--- src/tpf_pkg.sv ---
// Package for the timer prescaler and event flag block.
// Assumes a single 10 MHz system clock and an 8-bit register port.
package tpf_pkg;

  // ----------------------------------------------------------------
  // Register map
  // ----------------------------------------------------------------
  localparam logic [7:0] ADDR_EVENT_FLAGS = 8'h16;
  localparam logic [7:0] ADDR_TIMER_CTRL = 8'h23;
  localparam logic [7:0] ADDR_CLOCK_SEL = 8'h24;
  localparam logic [7:0] ADDR_MODE_SEL = 8'h25;
  localparam logic [7:0] FLAGS_RESET = 8'h00;
  localparam logic [7:0] CTRL_RESET = 8'h00;

  // ----------------------------------------------------------------
  // Field positions
  // ----------------------------------------------------------------
  localparam int BIT_OVF = 0;
  localparam int BIT_CMPA = 1;
  localparam int BIT_CMPB = 2;
  localparam int BIT_CAPT = 5;
  localparam int BIT_PSR_SHARED = 0;
  localparam int BIT_PSR_ASYNC = 1;
  localparam int BIT_SYNC_HOLD = 7;
  localparam int SEL_B_LSB = 4;

  // ----------------------------------------------------------------
  // Clock select codes and prescaler
  // ----------------------------------------------------------------
  localparam logic [2:0] CS_STOP = 3'h0;
  localparam logic [2:0] CS_DIRECT = 3'h1;
  localparam logic [2:0] CS_DIV8 = 3'h2;
  localparam logic [2:0] CS_DIV64 = 3'h3;
  localparam logic [2:0] CS_DIV256 = 3'h4;
  localparam logic [2:0] CS_DIV1024 = 3'h5;
  localparam logic [2:0] CS_EXT_FALL = 3'h6;
  localparam logic [2:0] CS_EXT_RISE = 3'h7;
  localparam int PRESC_W = 10;
  localparam logic [PRESC_W-1:0] PRESC_M8 = 10'h007;
  localparam logic [PRESC_W-1:0] PRESC_M64 = 10'h03f;
  localparam logic [PRESC_W-1:0] PRESC_M256 = 10'h0ff;
  localparam logic [PRESC_W-1:0] PRESC_M1024 = 10'h3ff;
  localparam logic [PRESC_W-1:0] PRESC_ONE = 10'h001;

  // Waveform modes relevant to the flags
  localparam logic [3:0] WGM_NORMAL = 4'h0;
  localparam logic [3:0] WGM_CTC_A = 4'h4;
  localparam logic [3:0] WGM_CTC_CAPT = 4'hc;

  // Hardware events presented to the flag register
  typedef struct packed {
    logic capt_pin;
    logic top_reached;
    logic match_a;
    logic match_b;
    logic overflow;
    logic other_ovf_point;
  } tpf_event_type;

  // Vector-taken acknowledges, one per flag
  typedef struct packed {
    logic capt;
    logic cmpb;
    logic cmpa;
    logic ovf;
  } tpf_ack_type;

endpackage

--- src/tpf_top.sv ---
// Shared timer prescaler, external count pin synchronisers and the
// 16-bit timer's event flag register.
// Assumes counter/compare datapath outside supplies events and consumes ticks.
//
// Summary of operation
// - Capture pin event sets capture flag, bit 5.
// - With capture register as top, top reached sets capture flag instead.
// - Vector execution clears the matching flag.
// - Writing one clears a flag; zero leaves it.
// - Compare A/B flags set on timer tick after counter match.
// - Forced compare strobes never set match flags.
// - Normal and clear-on-match modes set overflow on wrap; others own point.
// - Flag bits 7, 6, 4, 3 read zero.
// - Select 1 ticks every system clock except while the prescaler reset is active, no prescaling.
// - Prescaler taps divide by 8, 64, 256, 1024.
// - Prescaler free-running, shared, separate select per timer.
// - First prescaled tick lands 1 to N+1 cycles after enable.
// - Prescaler reset restarts period for both timers.
// - Count pin sampled each clock through latch and registers.
// - Select 7 counts rising edges, select 6 falling edges.
// - Counter updates 2.5 to 3.5 clocks after pin edge.
// - External pin ticks are never prescaled.
// - Sync hold bit keeps prescaler reset bits as written.
// - Clearing sync hold clears both reset bits together.
// - Shared reset bit resets prescaler, self-clears unless holding.
// - Select 0 gives no tick.
`timescale 1ns/1ps

module tpf_top (
  // Clock and reset
  input wire logic clk_sys_i,
  input wire logic sys_rst_i,
  // Register port
  input wire logic [7:0] reg_addr_i,
  input wire logic [7:0] reg_wdata_i,
  input wire logic reg_wr_i,
  input wire logic reg_rd_i,
  output logic [7:0] reg_rdata_o,
  // External count pins
  input wire logic ext_count_pin_a_i,
  input wire logic ext_count_pin_b_i,
  // Events from the timer datapath
  input wire tpf_pkg::tpf_event_type timer_event_i,
  input wire logic force_compare_a_strobe_i,
  input wire logic force_compare_b_strobe_i,
  input wire tpf_pkg::tpf_ack_type vector_ack_i,
  // Count ticks to the two timers, event flags and async prescaler reset
  output logic tick_a_o,
  output logic tick_b_o,
  output logic [7:0] timer1_event_flags_o,
  output logic async_prescaler_reset_o
);

  // ----------------------------------------------------------------
  // Registers
  // ----------------------------------------------------------------
  logic [7:0] timer1_event_flags;
  logic sync_hold_mode;
  logic shared_prescaler_reset;
  logic async_prescaler_reset;
  logic [2:0] count_clock_select_a;
  logic [2:0] count_clock_select_b;
  logic [3:0] waveform_mode_select;
  logic [tpf_pkg::PRESC_W-1:0] presc_cnt;
  logic [2:0] sync_a;
  logic [2:0] sync_b;
  logic wr_flags;
  logic wr_ctrl;
  logic [7:0] next_flags;
  logic [7:0] set_mask;
  logic [7:0] clr_mask;
  logic capt_set;
  logic ovf_set;
  logic [7:0] next_rdata;

  assign wr_flags = reg_wr_i && (reg_addr_i == tpf_pkg::ADDR_EVENT_FLAGS);
  assign wr_ctrl = reg_wr_i && (reg_addr_i == tpf_pkg::ADDR_TIMER_CTRL);

  // ----------------------------------------------------------------
  // Timer control register
  // ----------------------------------------------------------------
  // hold reset bits
  always_ff @(posedge clk_sys_i or posedge sys_rst_i) begin
    if (sys_rst_i) begin
      sync_hold_mode <= 1'b0;
      shared_prescaler_reset <= 1'b0;
      async_prescaler_reset <= 1'b0;
    end else if (wr_ctrl) begin
      sync_hold_mode <= reg_wdata_i[tpf_pkg::BIT_SYNC_HOLD];
      shared_prescaler_reset <= reg_wdata_i[tpf_pkg::BIT_SYNC_HOLD] & reg_wdata_i[tpf_pkg::BIT_PSR_SHARED];
      async_prescaler_reset <= reg_wdata_i[tpf_pkg::BIT_SYNC_HOLD] & reg_wdata_i[tpf_pkg::BIT_PSR_ASYNC];
    end else if (!sync_hold_mode) begin
      shared_prescaler_reset <= 1'b0;
      async_prescaler_reset <= 1'b0;
    end
  end

  // A reset pulse from a write without hold lasts the write cycle itself
  logic psr_pulse;
  assign psr_pulse = wr_ctrl && reg_wdata_i[tpf_pkg::BIT_PSR_SHARED];

  always_ff @(posedge clk_sys_i or posedge sys_rst_i) begin
    if (sys_rst_i) begin
      count_clock_select_a <= tpf_pkg::CS_STOP;
      count_clock_select_b <= tpf_pkg::CS_STOP;
      waveform_mode_select <= tpf_pkg::WGM_NORMAL;
    end else if (reg_wr_i && reg_addr_i == tpf_pkg::ADDR_CLOCK_SEL) begin
      count_clock_select_a <= reg_wdata_i[2:0];
      count_clock_select_b <= reg_wdata_i[tpf_pkg::SEL_B_LSB +: 3];
    end else if (reg_wr_i && reg_addr_i == tpf_pkg::ADDR_MODE_SEL) begin
      waveform_mode_select <= reg_wdata_i[3:0];
    end
  end

  // ----------------------------------------------------------------
  // Shared prescaler
  // ----------------------------------------------------------------
  // free-running shared counter
  always_ff @(posedge clk_sys_i or posedge sys_rst_i) begin
    if (sys_rst_i) begin
      presc_cnt <= '0;
    end else if (psr_pulse || shared_prescaler_reset) begin
      presc_cnt <= '0;
    end else begin
      presc_cnt <= presc_cnt + tpf_pkg::PRESC_ONE;
    end
  end

  logic halted;
  assign halted = psr_pulse || shared_prescaler_reset;

  // ----------------------------------------------------------------
  // External pin synchronisers
  // ----------------------------------------------------------------
  // sample each clock
  // The front latch is modelled by the first flop; stage 2 and 3 feed the edge detector.
  always_ff @(posedge clk_sys_i or posedge sys_rst_i) begin
    if (sys_rst_i) begin
      sync_a <= 3'h0;
      sync_b <= 3'h0;
    end else begin
      sync_a <= {sync_a[1:0], ext_count_pin_a_i};
      sync_b <= {sync_b[1:0], ext_count_pin_b_i};
    end
  end

  // ----------------------------------------------------------------
  // Clock select per timer
  // ----------------------------------------------------------------
  function automatic logic sel_tick(input logic [2:0] sel,
                                    input logic [tpf_pkg::PRESC_W-1:0] cnt,
                                    input logic [2:0] syn,
                                    input logic hold);
    logic t;
    t = 1'b0;
    case (sel)
      tpf_pkg::CS_STOP: t = 1'b0;
      tpf_pkg::CS_DIRECT: t = 1'b1;
      tpf_pkg::CS_DIV8: t = (cnt[2:0] == tpf_pkg::PRESC_M8[2:0]);
      tpf_pkg::CS_DIV64: t = (cnt[5:0] == tpf_pkg::PRESC_M64[5:0]);
      tpf_pkg::CS_DIV256: t = (cnt[7:0] == tpf_pkg::PRESC_M256[7:0]);
      tpf_pkg::CS_DIV1024: t = (cnt == tpf_pkg::PRESC_M1024);
      tpf_pkg::CS_EXT_FALL: t = syn[2] & ~syn[1];
      tpf_pkg::CS_EXT_RISE: t = ~syn[2] & syn[1];
      default: t = 1'b0;
    endcase
    sel_tick = t & ~hold;
  endfunction

  // registered tick adds the last cycle of latency
  always_ff @(posedge clk_sys_i or posedge sys_rst_i) begin
    if (sys_rst_i) begin
      tick_a_o <= 1'b0;
      tick_b_o <= 1'b0;
    end else begin
      tick_a_o <= sel_tick(count_clock_select_a, presc_cnt, sync_a, halted);
      tick_b_o <= sel_tick(count_clock_select_b, presc_cnt, sync_b, halted);
    end
  end

  // ----------------------------------------------------------------
  // Event flag register
  // ----------------------------------------------------------------
  // pin capture
  assign capt_set = (waveform_mode_select == tpf_pkg::WGM_CTC_CAPT) ?
                    timer_event_i.top_reached : timer_event_i.capt_pin;
  assign ovf_set = (waveform_mode_select == tpf_pkg::WGM_NORMAL ||
                    waveform_mode_select == tpf_pkg::WGM_CTC_A ||
                    waveform_mode_select == tpf_pkg::WGM_CTC_CAPT) ?
                   timer_event_i.overflow : timer_event_i.other_ovf_point;

  always_comb begin
    set_mask = 8'h00;
    clr_mask = 8'h00;
    set_mask[tpf_pkg::BIT_CAPT] = capt_set;
    set_mask[tpf_pkg::BIT_CMPA] = timer_event_i.match_a & tick_b_o;
    set_mask[tpf_pkg::BIT_CMPB] = timer_event_i.match_b & tick_b_o;
    set_mask[tpf_pkg::BIT_OVF] = ovf_set;
    if (wr_flags) begin
      clr_mask = reg_wdata_i;
    end
    clr_mask[tpf_pkg::BIT_CAPT] = clr_mask[tpf_pkg::BIT_CAPT] | vector_ack_i.capt;
    clr_mask[tpf_pkg::BIT_CMPB] = clr_mask[tpf_pkg::BIT_CMPB] | vector_ack_i.cmpb;
    clr_mask[tpf_pkg::BIT_CMPA] = clr_mask[tpf_pkg::BIT_CMPA] | vector_ack_i.cmpa;
    clr_mask[tpf_pkg::BIT_OVF] = clr_mask[tpf_pkg::BIT_OVF] | vector_ack_i.ovf;
    next_flags = (timer1_event_flags & ~clr_mask) | set_mask;
    next_flags[7:6] = 2'h0;
    next_flags[4:3] = 2'h0;
  end

  always_ff @(posedge clk_sys_i or posedge sys_rst_i) begin
    if (sys_rst_i) begin
      timer1_event_flags <= tpf_pkg::FLAGS_RESET;
      timer1_event_flags_o <= tpf_pkg::FLAGS_RESET;
    end else begin
      timer1_event_flags <= next_flags;
      timer1_event_flags_o <= next_flags;
    end
  end

  // ----------------------------------------------------------------
  // Read port
  // ----------------------------------------------------------------
  always_comb begin
    case (reg_addr_i)
      tpf_pkg::ADDR_EVENT_FLAGS: next_rdata = timer1_event_flags;
      tpf_pkg::ADDR_TIMER_CTRL: next_rdata = {sync_hold_mode, 5'h00, async_prescaler_reset, shared_prescaler_reset};
      tpf_pkg::ADDR_CLOCK_SEL: next_rdata = {1'b0, count_clock_select_b, 1'b0, count_clock_select_a};
      tpf_pkg::ADDR_MODE_SEL: next_rdata = {4'h0, waveform_mode_select};
      default: next_rdata = 8'h00;
    endcase
  end

  always_ff @(posedge clk_sys_i or posedge sys_rst_i) begin
    if (sys_rst_i) begin
      reg_rdata_o <= 8'h00;
      async_prescaler_reset_o <= 1'b0;
    end else begin
      reg_rdata_o <= reg_rd_i ? next_rdata : 8'h00;
      async_prescaler_reset_o <= async_prescaler_reset;
    end
  end

endmodule

--- config.mk ---
export PLATFORM = sky130hd
export DESIGN_NAME = tpf_top
export DESIGN_NICKNAME = d
export VERILOG_FILES = /design/src/tpf_pkg.sv /design/src/tpf_top.sv
export SDC_FILE = /design/constraint.sdc
export NUM_CORES = 1
export LEC_CHECK = 0
export BUFFER_PORTS_ARGS = -buffer_cell sky130_fd_sc_hd__buf_2
export CORE_AREA = 2 2 55 96
export DETAILED_ROUTE_END_ITERATION = 8
export DIE_AREA = 0 0 57 98
export GPL_TIMING_DRIVEN = 0
export PLACE_DENSITY = 0.72
export SLEW_MARGIN = 10
export SYNTH_ARGS = -nofsm -noshare
export SYNTH_HDL_FRONTEND = slang
export SYNTH_SLANG_ARGS = --single-unit
--- constraint.sdc ---
create_clock -name clk_sys_i -period 1.8 [get_ports clk_sys_i]
set_input_delay 0 -clock clk_sys_i [delete_from_list [all_inputs] [get_ports clk_sys_i]]
set_output_delay 0 -clock clk_sys_i [all_outputs]
set_load 0.02 [all_outputs]
==> impl_metrics.py, run 1 <==
metrics = {
    "setup_path": {
        "critical_path_arrival_ns": 1.87,
        "start_kind": "register",
        "r2r-end": "timer1_event_flags[0]",
        "crit_chain": "inv_1, o21ai_0, mux2i_1, dlygate4sd3_1, o21ai_1",
        "crit_path_start": "waveform_mode_select[3]",
        "crit_type": "register to register",
        "slowest_delay_ns": 0.56,
        "rr_worst_depth": 5,
        "crit_path_top_delay_cell": "dlygate4sd3_1",
        "cp.required_ns": 1.99,
        "critPathCaptureType": "register",
        "crit_fanout": 4,
        "r2r-start": "waveform_mode_select[3]",
        "rrSetupSlack_ns": 0.12,
    },
    "clock_network": {
        "cts_root_buf": "clkbuf_8",
        "clock_latency_ns": 0.30,
        "post-cts-setup-buffers": 0,
        "cts_inserted_buffers": 5,
        "clk_path_buf_depth": 2,
        "cts_num_sinks": 44,
        "cts_max_level": 2,
        "path_clk_slew_ns": 0.08,
        "cts_tree": "done",
    },
    "grt": {
        "antenna_found_initial": 0,
        "grtUsageTotal": 0.182,
        "grt_max_degree": 38,
        "grt_pass1_vias": 1631,
        "grt_overflow": 0,
        "grt_pass1_wl_um": 7820,
    },
    "hold_path": {
        "whs_endpoint": "timer1_event_flags[1]",
        "worstHoldStart": "vector_ack_i[1]",
        "hold-path-cell-count": 3,
        "min_path_type": "input pin to register",
    },
    "routing": {
        "drc": 0,
        "drt_wl_total_um": 4750,
        "dr_total_vias": 1635,
        "drt-wirelength-per-cell_um": 15.2,
        "drtPass1Iterations": 4,
        "first_iter_violations": 35,
        "antenna_left": 0,
        "viasPerCell": 5.24,
    },
    "place": {
        "place_ws_ns": 0.342,
        "place.gp.congestion": 0.801,
        "dp_hpwl_um": 3420,
        "placed_area_um2": 2430,
        "port_buffers": 45,
        "dpl.cell_count": 283,
    },
    "sta": {
        "fin_crit_sh": 0.931,
        "hold_slack_ns": 0.0152,
        "clock_skew_ns": 0.00800,
        "finalCriticalPeriod_ns": 1.68,
        "setup_violations": 0,
        "setup_slack_ns": 0.124,
        "hold_viol_final": 0,
        "setup_tns_ns": 0,
        "fmax_ghz": 0.597,
        "slew_violations": 0,
        "rsz0062_at_grt": "no",
    },
    "synth": {
        "synth-seq-area-share": 0.522,
        "synth.area.top_cells": "dfrtp_1 52%, mux2_4 7.8%, nor2_1 3.7%, mux2i_1 2.8%, xor2_1 2.5%",
        "syn_area_per_cell_um2": 11.7,
        "ys_types": 44,
        "netlist.area_leader.share": 0.522,
        "synth_seq_cells": 44,
        "syn_inst": 180,
        "syn_area_um2": 2110,
        "yosysWarningCount": 0,
        "yosysTopAreaCell": "dfrtp_1",
    },
    "final_layout": {
        "finish.instance_area_um2": 2770,
        "final_core_util": 0.571,
        "diodes": 0,
        "drive_gt1_frac": 0.329,
        "nFillCells": 442,
        "register_area_um2": 1100,
        "syn_to_final_growth_pct": 31.3,
        "finish.net_count": 293,
        "fin_cells": 312,
        "multiInputGateArea_um2": 937,
    },
    "die": {
        "io_pins": 53,
        "core_um2": 4850,
        "die_h_um": 98,
        "die_w_um": 57,
        "die_area_um2": 5590,
        "floorplan.initialDensity": 0.435,
        "row_count": 34,
    },
    "power_and_ir_drop": {
        "total_power_mw": 2.34,
        "leakagePower_nw": 1.39,
        "powerDensity_nw_per_um2": 844,
        "peakVddDrop_uv": 675,
    },
    "outcome": {
        "status": "complete, no violations",
    },
    "run": {
        "maxCapViolations": 0,
    },
}
registers in the layout, indices dropped and copies added (netlist names), 3 cells and up:
| register | flops |
|---|---|
| presc_cnt | 10 |
| reg_rdata_o | 8 |
| timer1_event_flags | 4 |
| waveform_mode_select | 4 |
| count_clock_select_a | 3 |
| count_clock_select_b | 3 |
| sync_a | 3 |
| sync_b | 3 |
power by group:
group	internal [mW]	switching (mW)	total, mW
clock network	0.490	0.329	0.819
registers	1.09	0.106	1.19
logic	0.167	0.158	0.325
cell type report:
type                    instances  share of cell area
flip-flops and latches         44               0.397
multi-input cells             125               0.338
repair buffers                 67               0.164
clock buffers                   7              0.0348
well taps                      54              0.0244
plain buffers                   7              0.0208
clock inverters                 1              0.0108
inverters                       7             0.00948
synthesized netlist by cell type (all sizes together):
master   count
a211oi       1
a21oi        2
a22oi        2
a31oi        2
a32o         2
a32oi        4
a41o         1
and2         2
and3         3
and3b        1
and4         3
buf          7
conb         1
dfrtp       44
ha           2
inv          7
mux2        12
mux2i        6
nand2        9
nand2b       5
nand3       10
nand3b       3
nand4        3
nand4b       3
nor2        22
nor2b        2
nor3         2
o21ai        8
o2bb2ai      2
or2b         1
or3          1
xnor2        1
xor2         6
layout by cell type, fill, tap and decap left out, drive strengths merged:
master / synthesis / layout
a211oi: 1 / 1
a21oi: 2 / 2
a22oi: 2 / 2
a31oi: 2 / 2
a32o: 2 / 2
a32oi: 4 / 4
a41o: 1 / 1
and2: 2 / 2
and3: 3 / 3
and3b: 1 / 1
and4: 3 / 3
buf: 7 / 53
bufinv: 0 / 1
clkbuf: 0 / 7
conb: 1 / 4
dfrtp: 44 / 44
dlygate4sd3: 0 / 21
ha: 2 / 2
inv: 7 / 7
mux2: 12 / 12
mux2i: 6 / 6
nand2: 9 / 9
nand2b: 5 / 5
nand3: 10 / 10
nand3b: 3 / 3
nand4: 3 / 3
nand4b: 3 / 3
nor2: 22 / 22
nor2b: 2 / 2
nor3: 2 / 2
o21ai: 8 / 8
o2bb2ai: 2 / 2
or2b: 1 / 1
or3: 1 / 1
xnor2: 1 / 1
xor2: 6 / 6
cell families (layout without fill, tap and decap cells):
family / Yosys count / count (layout) / share of synthesized area
compound gates: 24 / 24 / 0.0800
xor+xnor: 7 / 7 / 0.0290
fa+ha+maj: 2 / 2 / 0.0119
buf+inv: 14 / 89 / 0.0397
flops: 44 / 44 / 0.522
mux: 18 / 18 / 0.112
other cells: 1 / 4 / 0.00178
simple gates: 70 / 70 / 0.204
routing by layer:
layer / wire, um / share of wire / up-vias / global-route usage
met2: 2480 / 0.52 / 51 / 0.301
li1: - / - / 787 / -
met5: 0 / 0 / - / 0
met3: 180 / 0.038 / 12 / 0.0318
met4: 159 / 0.033 / 0 / 0.100
met1: 1930 / 0.41 / 785 / 0.221
critical path, delay by kind of cell (launching register included):
family          cells  cell delay (ns)
compound gates      2             0.33
buf+inv             2             0.61
flops               1             0.40
mux                 1             0.22
repair_timing:
item	in CTS	in global routing
hold buffers	21	0
endpoints found under the hold margin	61	0
resized for setup	0	0
worst max-delay path by stage:
stage / end / slack, ns / cells after the start
floorplan: waveform_mode_select[0] / 0.55 / 5
global placement: count_clock_select_b[0] / 0.20 / 2
detailed placement: count_clock_select_b[0] / 0.34 / 5
CTS: timer1_event_flags[0] / 0.19 / 5
global route: timer1_event_flags[0] / 0.05 / 5
finish: timer1_event_flags[0] / 0.12 / 5
(Power assumes the default switching activity.)
==> inputs of run 2 (changes only) <==
Settings changed: CORE_AREA 2 2 55 96 to 2 2 62 108, DIE_AREA 0 0 57 98 to 0 0 64 110, PLACE_DENSITY 0.72 to 0.59, TNS_END_PERCENT set to 1.
Clock period 1.8 ns to 2.1 ns, I/O delays scaled along.
==> run 2 against run 1 <==
Against the previous run: worst hold slack worse by 0.010 ns; critical path type unchanged; first-iteration DRC count rose by 80%; flip-flop and latch count did not move; wire length down 1.6%; sequential share of layout area grew 0.20 points; non-clock buffer count is 1 lower; critical path depth unchanged; highest routed layer unchanged; die area up 26%; clock power shrank 34%; sequential power decreased by 14%; total power down 21%; count of clock-buffer cells in the layout is 1 higher.
==> impl_metrics.py, run 2 (synthesized netlist as in run 1, its figures left out) <==
metrics = {
    "outcome": {
        "status": "complete, no violations",
    },
    "final_layout": {
        "multiInputGateArea_um2": 937,
        "largest_register_ffs": 10,
        "reg_top3": "presc_cnt: 10 flops, reg_rdata_o: 8 flops",
        "regMostFlops": "presc_cnt",
        "diodes": 0,
        "mostFrequentLayoutCell": "buf_2",
        "drive_gt1_frac": 0.323,
        "nFillCells": 601,
        "layout_common_cells": "46 x buf_2, 44 x dfrtp_1, 21 x nor2_1, 20 x dlygate4sd3_1, 11 x mux2_4",
        "finish.instance_area_um2": 2760,
        "syn_to_final_growth_pct": 30.6,
        "register_area_um2": 1100,
        "finish.net_count": 292,
    },
    "setup_path": {
        "r2r-start": "waveform_mode_select[3]",
        "crit_type": "register to register",
        "start_kind": "register",
        "rr_worst_depth": 5,
        "critical_path_arrival_ns": 1.78,
        "rrSetupSlack_ns": 0.51,
        "critPathCaptureType": "register",
        "crit_fanout": 4,
        "r2r-end": "timer1_event_flags[0]",
        "cp.required_ns": 2.29,
    },
    "sta": {
        "setup_slack_ns": 0.512,
        "finalCriticalPeriod_ns": 1.59,
        "setup_violations": 0,
        "setup_tns_ns": 0,
        "clock_skew_ns": 0.00718,
        "rsz0062_at_grt": "no",
        "fin_crit_sh": 0.756,
        "fmax_ghz": 0.630,
        "hold_viol_final": 0,
        "slew_violations": 0,
    },
    "place": {
        "dp_hpwl_um": 3570,
        "port_buffers": 45,
        "place_ws_ns": 0.641,
        "placed_area_um2": 2470,
        "place.gp.congestion": 0.743,
    },
    "run": {
        "maxCapViolations": 0,
    },
    "clock_network": {
        "cts_max_level": 2,
        "cts_num_sinks": 44,
        "cts_tree": "done",
        "cts_inserted_buffers": 5,
        "clk_path_buf_depth": 2,
        "path_clk_slew_ns": 0.08,
        "cts.repair.resized": 0,
        "cts_root_buf": "clkbuf_8",
        "clock_latency_ns": 0.29,
    },
    "hold_path": {
        "hold-path-cell-count": 3,
        "worstHoldStart": "reg_wdata_i[1]",
        "whs_endpoint": "async_prescaler_reset",
        "min_path_type": "input pin to register",
    },
    "power_and_ir_drop": {
        "swShare": 0.268,
        "p_clk_frac": 0.293,
        "seqPwrFrac": 0.557,
        "combPwrFrac": 0.150,
        "p_int_mw": 1.34,
        "switchingPower_mw": 0.493,
        "peakVddDrop_uv": 339,
        "powerDensity_nw_per_um2": 666,
        "leakagePower_nw": 1.36,
    },
    "die": {
        "die_h_um": 110,
        "core_um2": 6130,
        "die_w_um": 64,
        "row_count": 38,
        "die_area_um2": 7040,
        "io_pins": 53,
        "floorplan.initialDensity": 0.344,
    },
    "grt": {
        "grt_overflow": 0,
        "grt_pass1_wl_um": 7660,
        "antenna_found_initial": 0,
        "grtUsageTotal": 0.143,
        "grt_max_degree": 28,
        "grt_pass1_vias": 1556,
    },
    "routing": {
        "antenna_left": 0,
        "first_iter_violations": 63,
        "drtPass1Iterations": 3,
        "drc": 0,
        "viasPerCell": 4.73,
        "drt_wl_total_um": 4670,
        "drt-wirelength-per-cell_um": 13.9,
        "dr_total_vias": 1593,
    },
}
[run 2: power by group through the flow]
stage,combinational (mW),sequential (mW),clock [mW]
after floorplan,0.159,1.02,0
after global placement,0.238,1.04,0
after detailed placement,0.248,1.04,0
after CTS,0.280,1.02,0.555
after global routing,0.320,1.04,0.588
final,0.276,1.02,0.538
[run 2: worst max-delay path by stage]
stage,endpoint,cells after the start,from
after floorplan,waveform_mode_select[0],5,reg_addr_i[3]
after global placement,sync_a[0],2,sys_rst_i
after detailed placement,timer1_event_flags[1],5,reg_addr_i[3]
after CTS,timer1_event_flags[0],5,waveform_mode_select[3]
after global routing,timer1_event_flags[0],5,waveform_mode_select[3]
final,timer1_event_flags[0],5,waveform_mode_select[3]
[run 2: routing by layer]
metal | GRT usage | part of all wire | up-vias
li1 | - | - | 782
met1 | 0.169 | 0.41 | 772
met2 | 0.260 | 0.55 | 33
met3 | 0.0244 | 0.028 | 6
met4 | 0.0512 | 0.018 | 0
met5 | 0 | 0 | -
[run 2: through the flow]
stage / power [mW] / util / hold WS (ns) / cells
after global placement: 1.27 / 0.399 / 0.110 / 308
after detailed placement: 1.29 / 0.402 / 0.0272 / 309
after floorplan: 1.18 / - / 0.0314 / 183
after CTS: 1.86 / 0.450 / 0.00901 / 337
after global routing: 1.95 / 0.450 / 0.00956 / 337
final: 1.84 / 0.450 / 0.00494 / 337
[run 2: critical path: stages, from the launching register on]
cell,delay (ns)
dfrtp_1,0.41
inv_1,0.05
o21ai_0,0.20
mux2i_1,0.21
dlygate4sd3_1,0.56
o21ai_1,0.06
[run 2: area by class of cell]
cell class | instances | area share
Clock buffer | 8 | 0.0327
Inverter | 7 | 0.00953
Buffer | 7 | 0.0209
Sequential cell | 44 | 0.399
Timing Repair Buffer | 66 | 0.162
Tap cell | 80 | 0.0363
Multi-Input combinational cell | 125 | 0.340
[run 2: timing repair]
item / in CTS / in global routing
endpoints found under the hold margin: 34 / 0
setup buffers: 0 / 0
hold buffers: 20 / 0
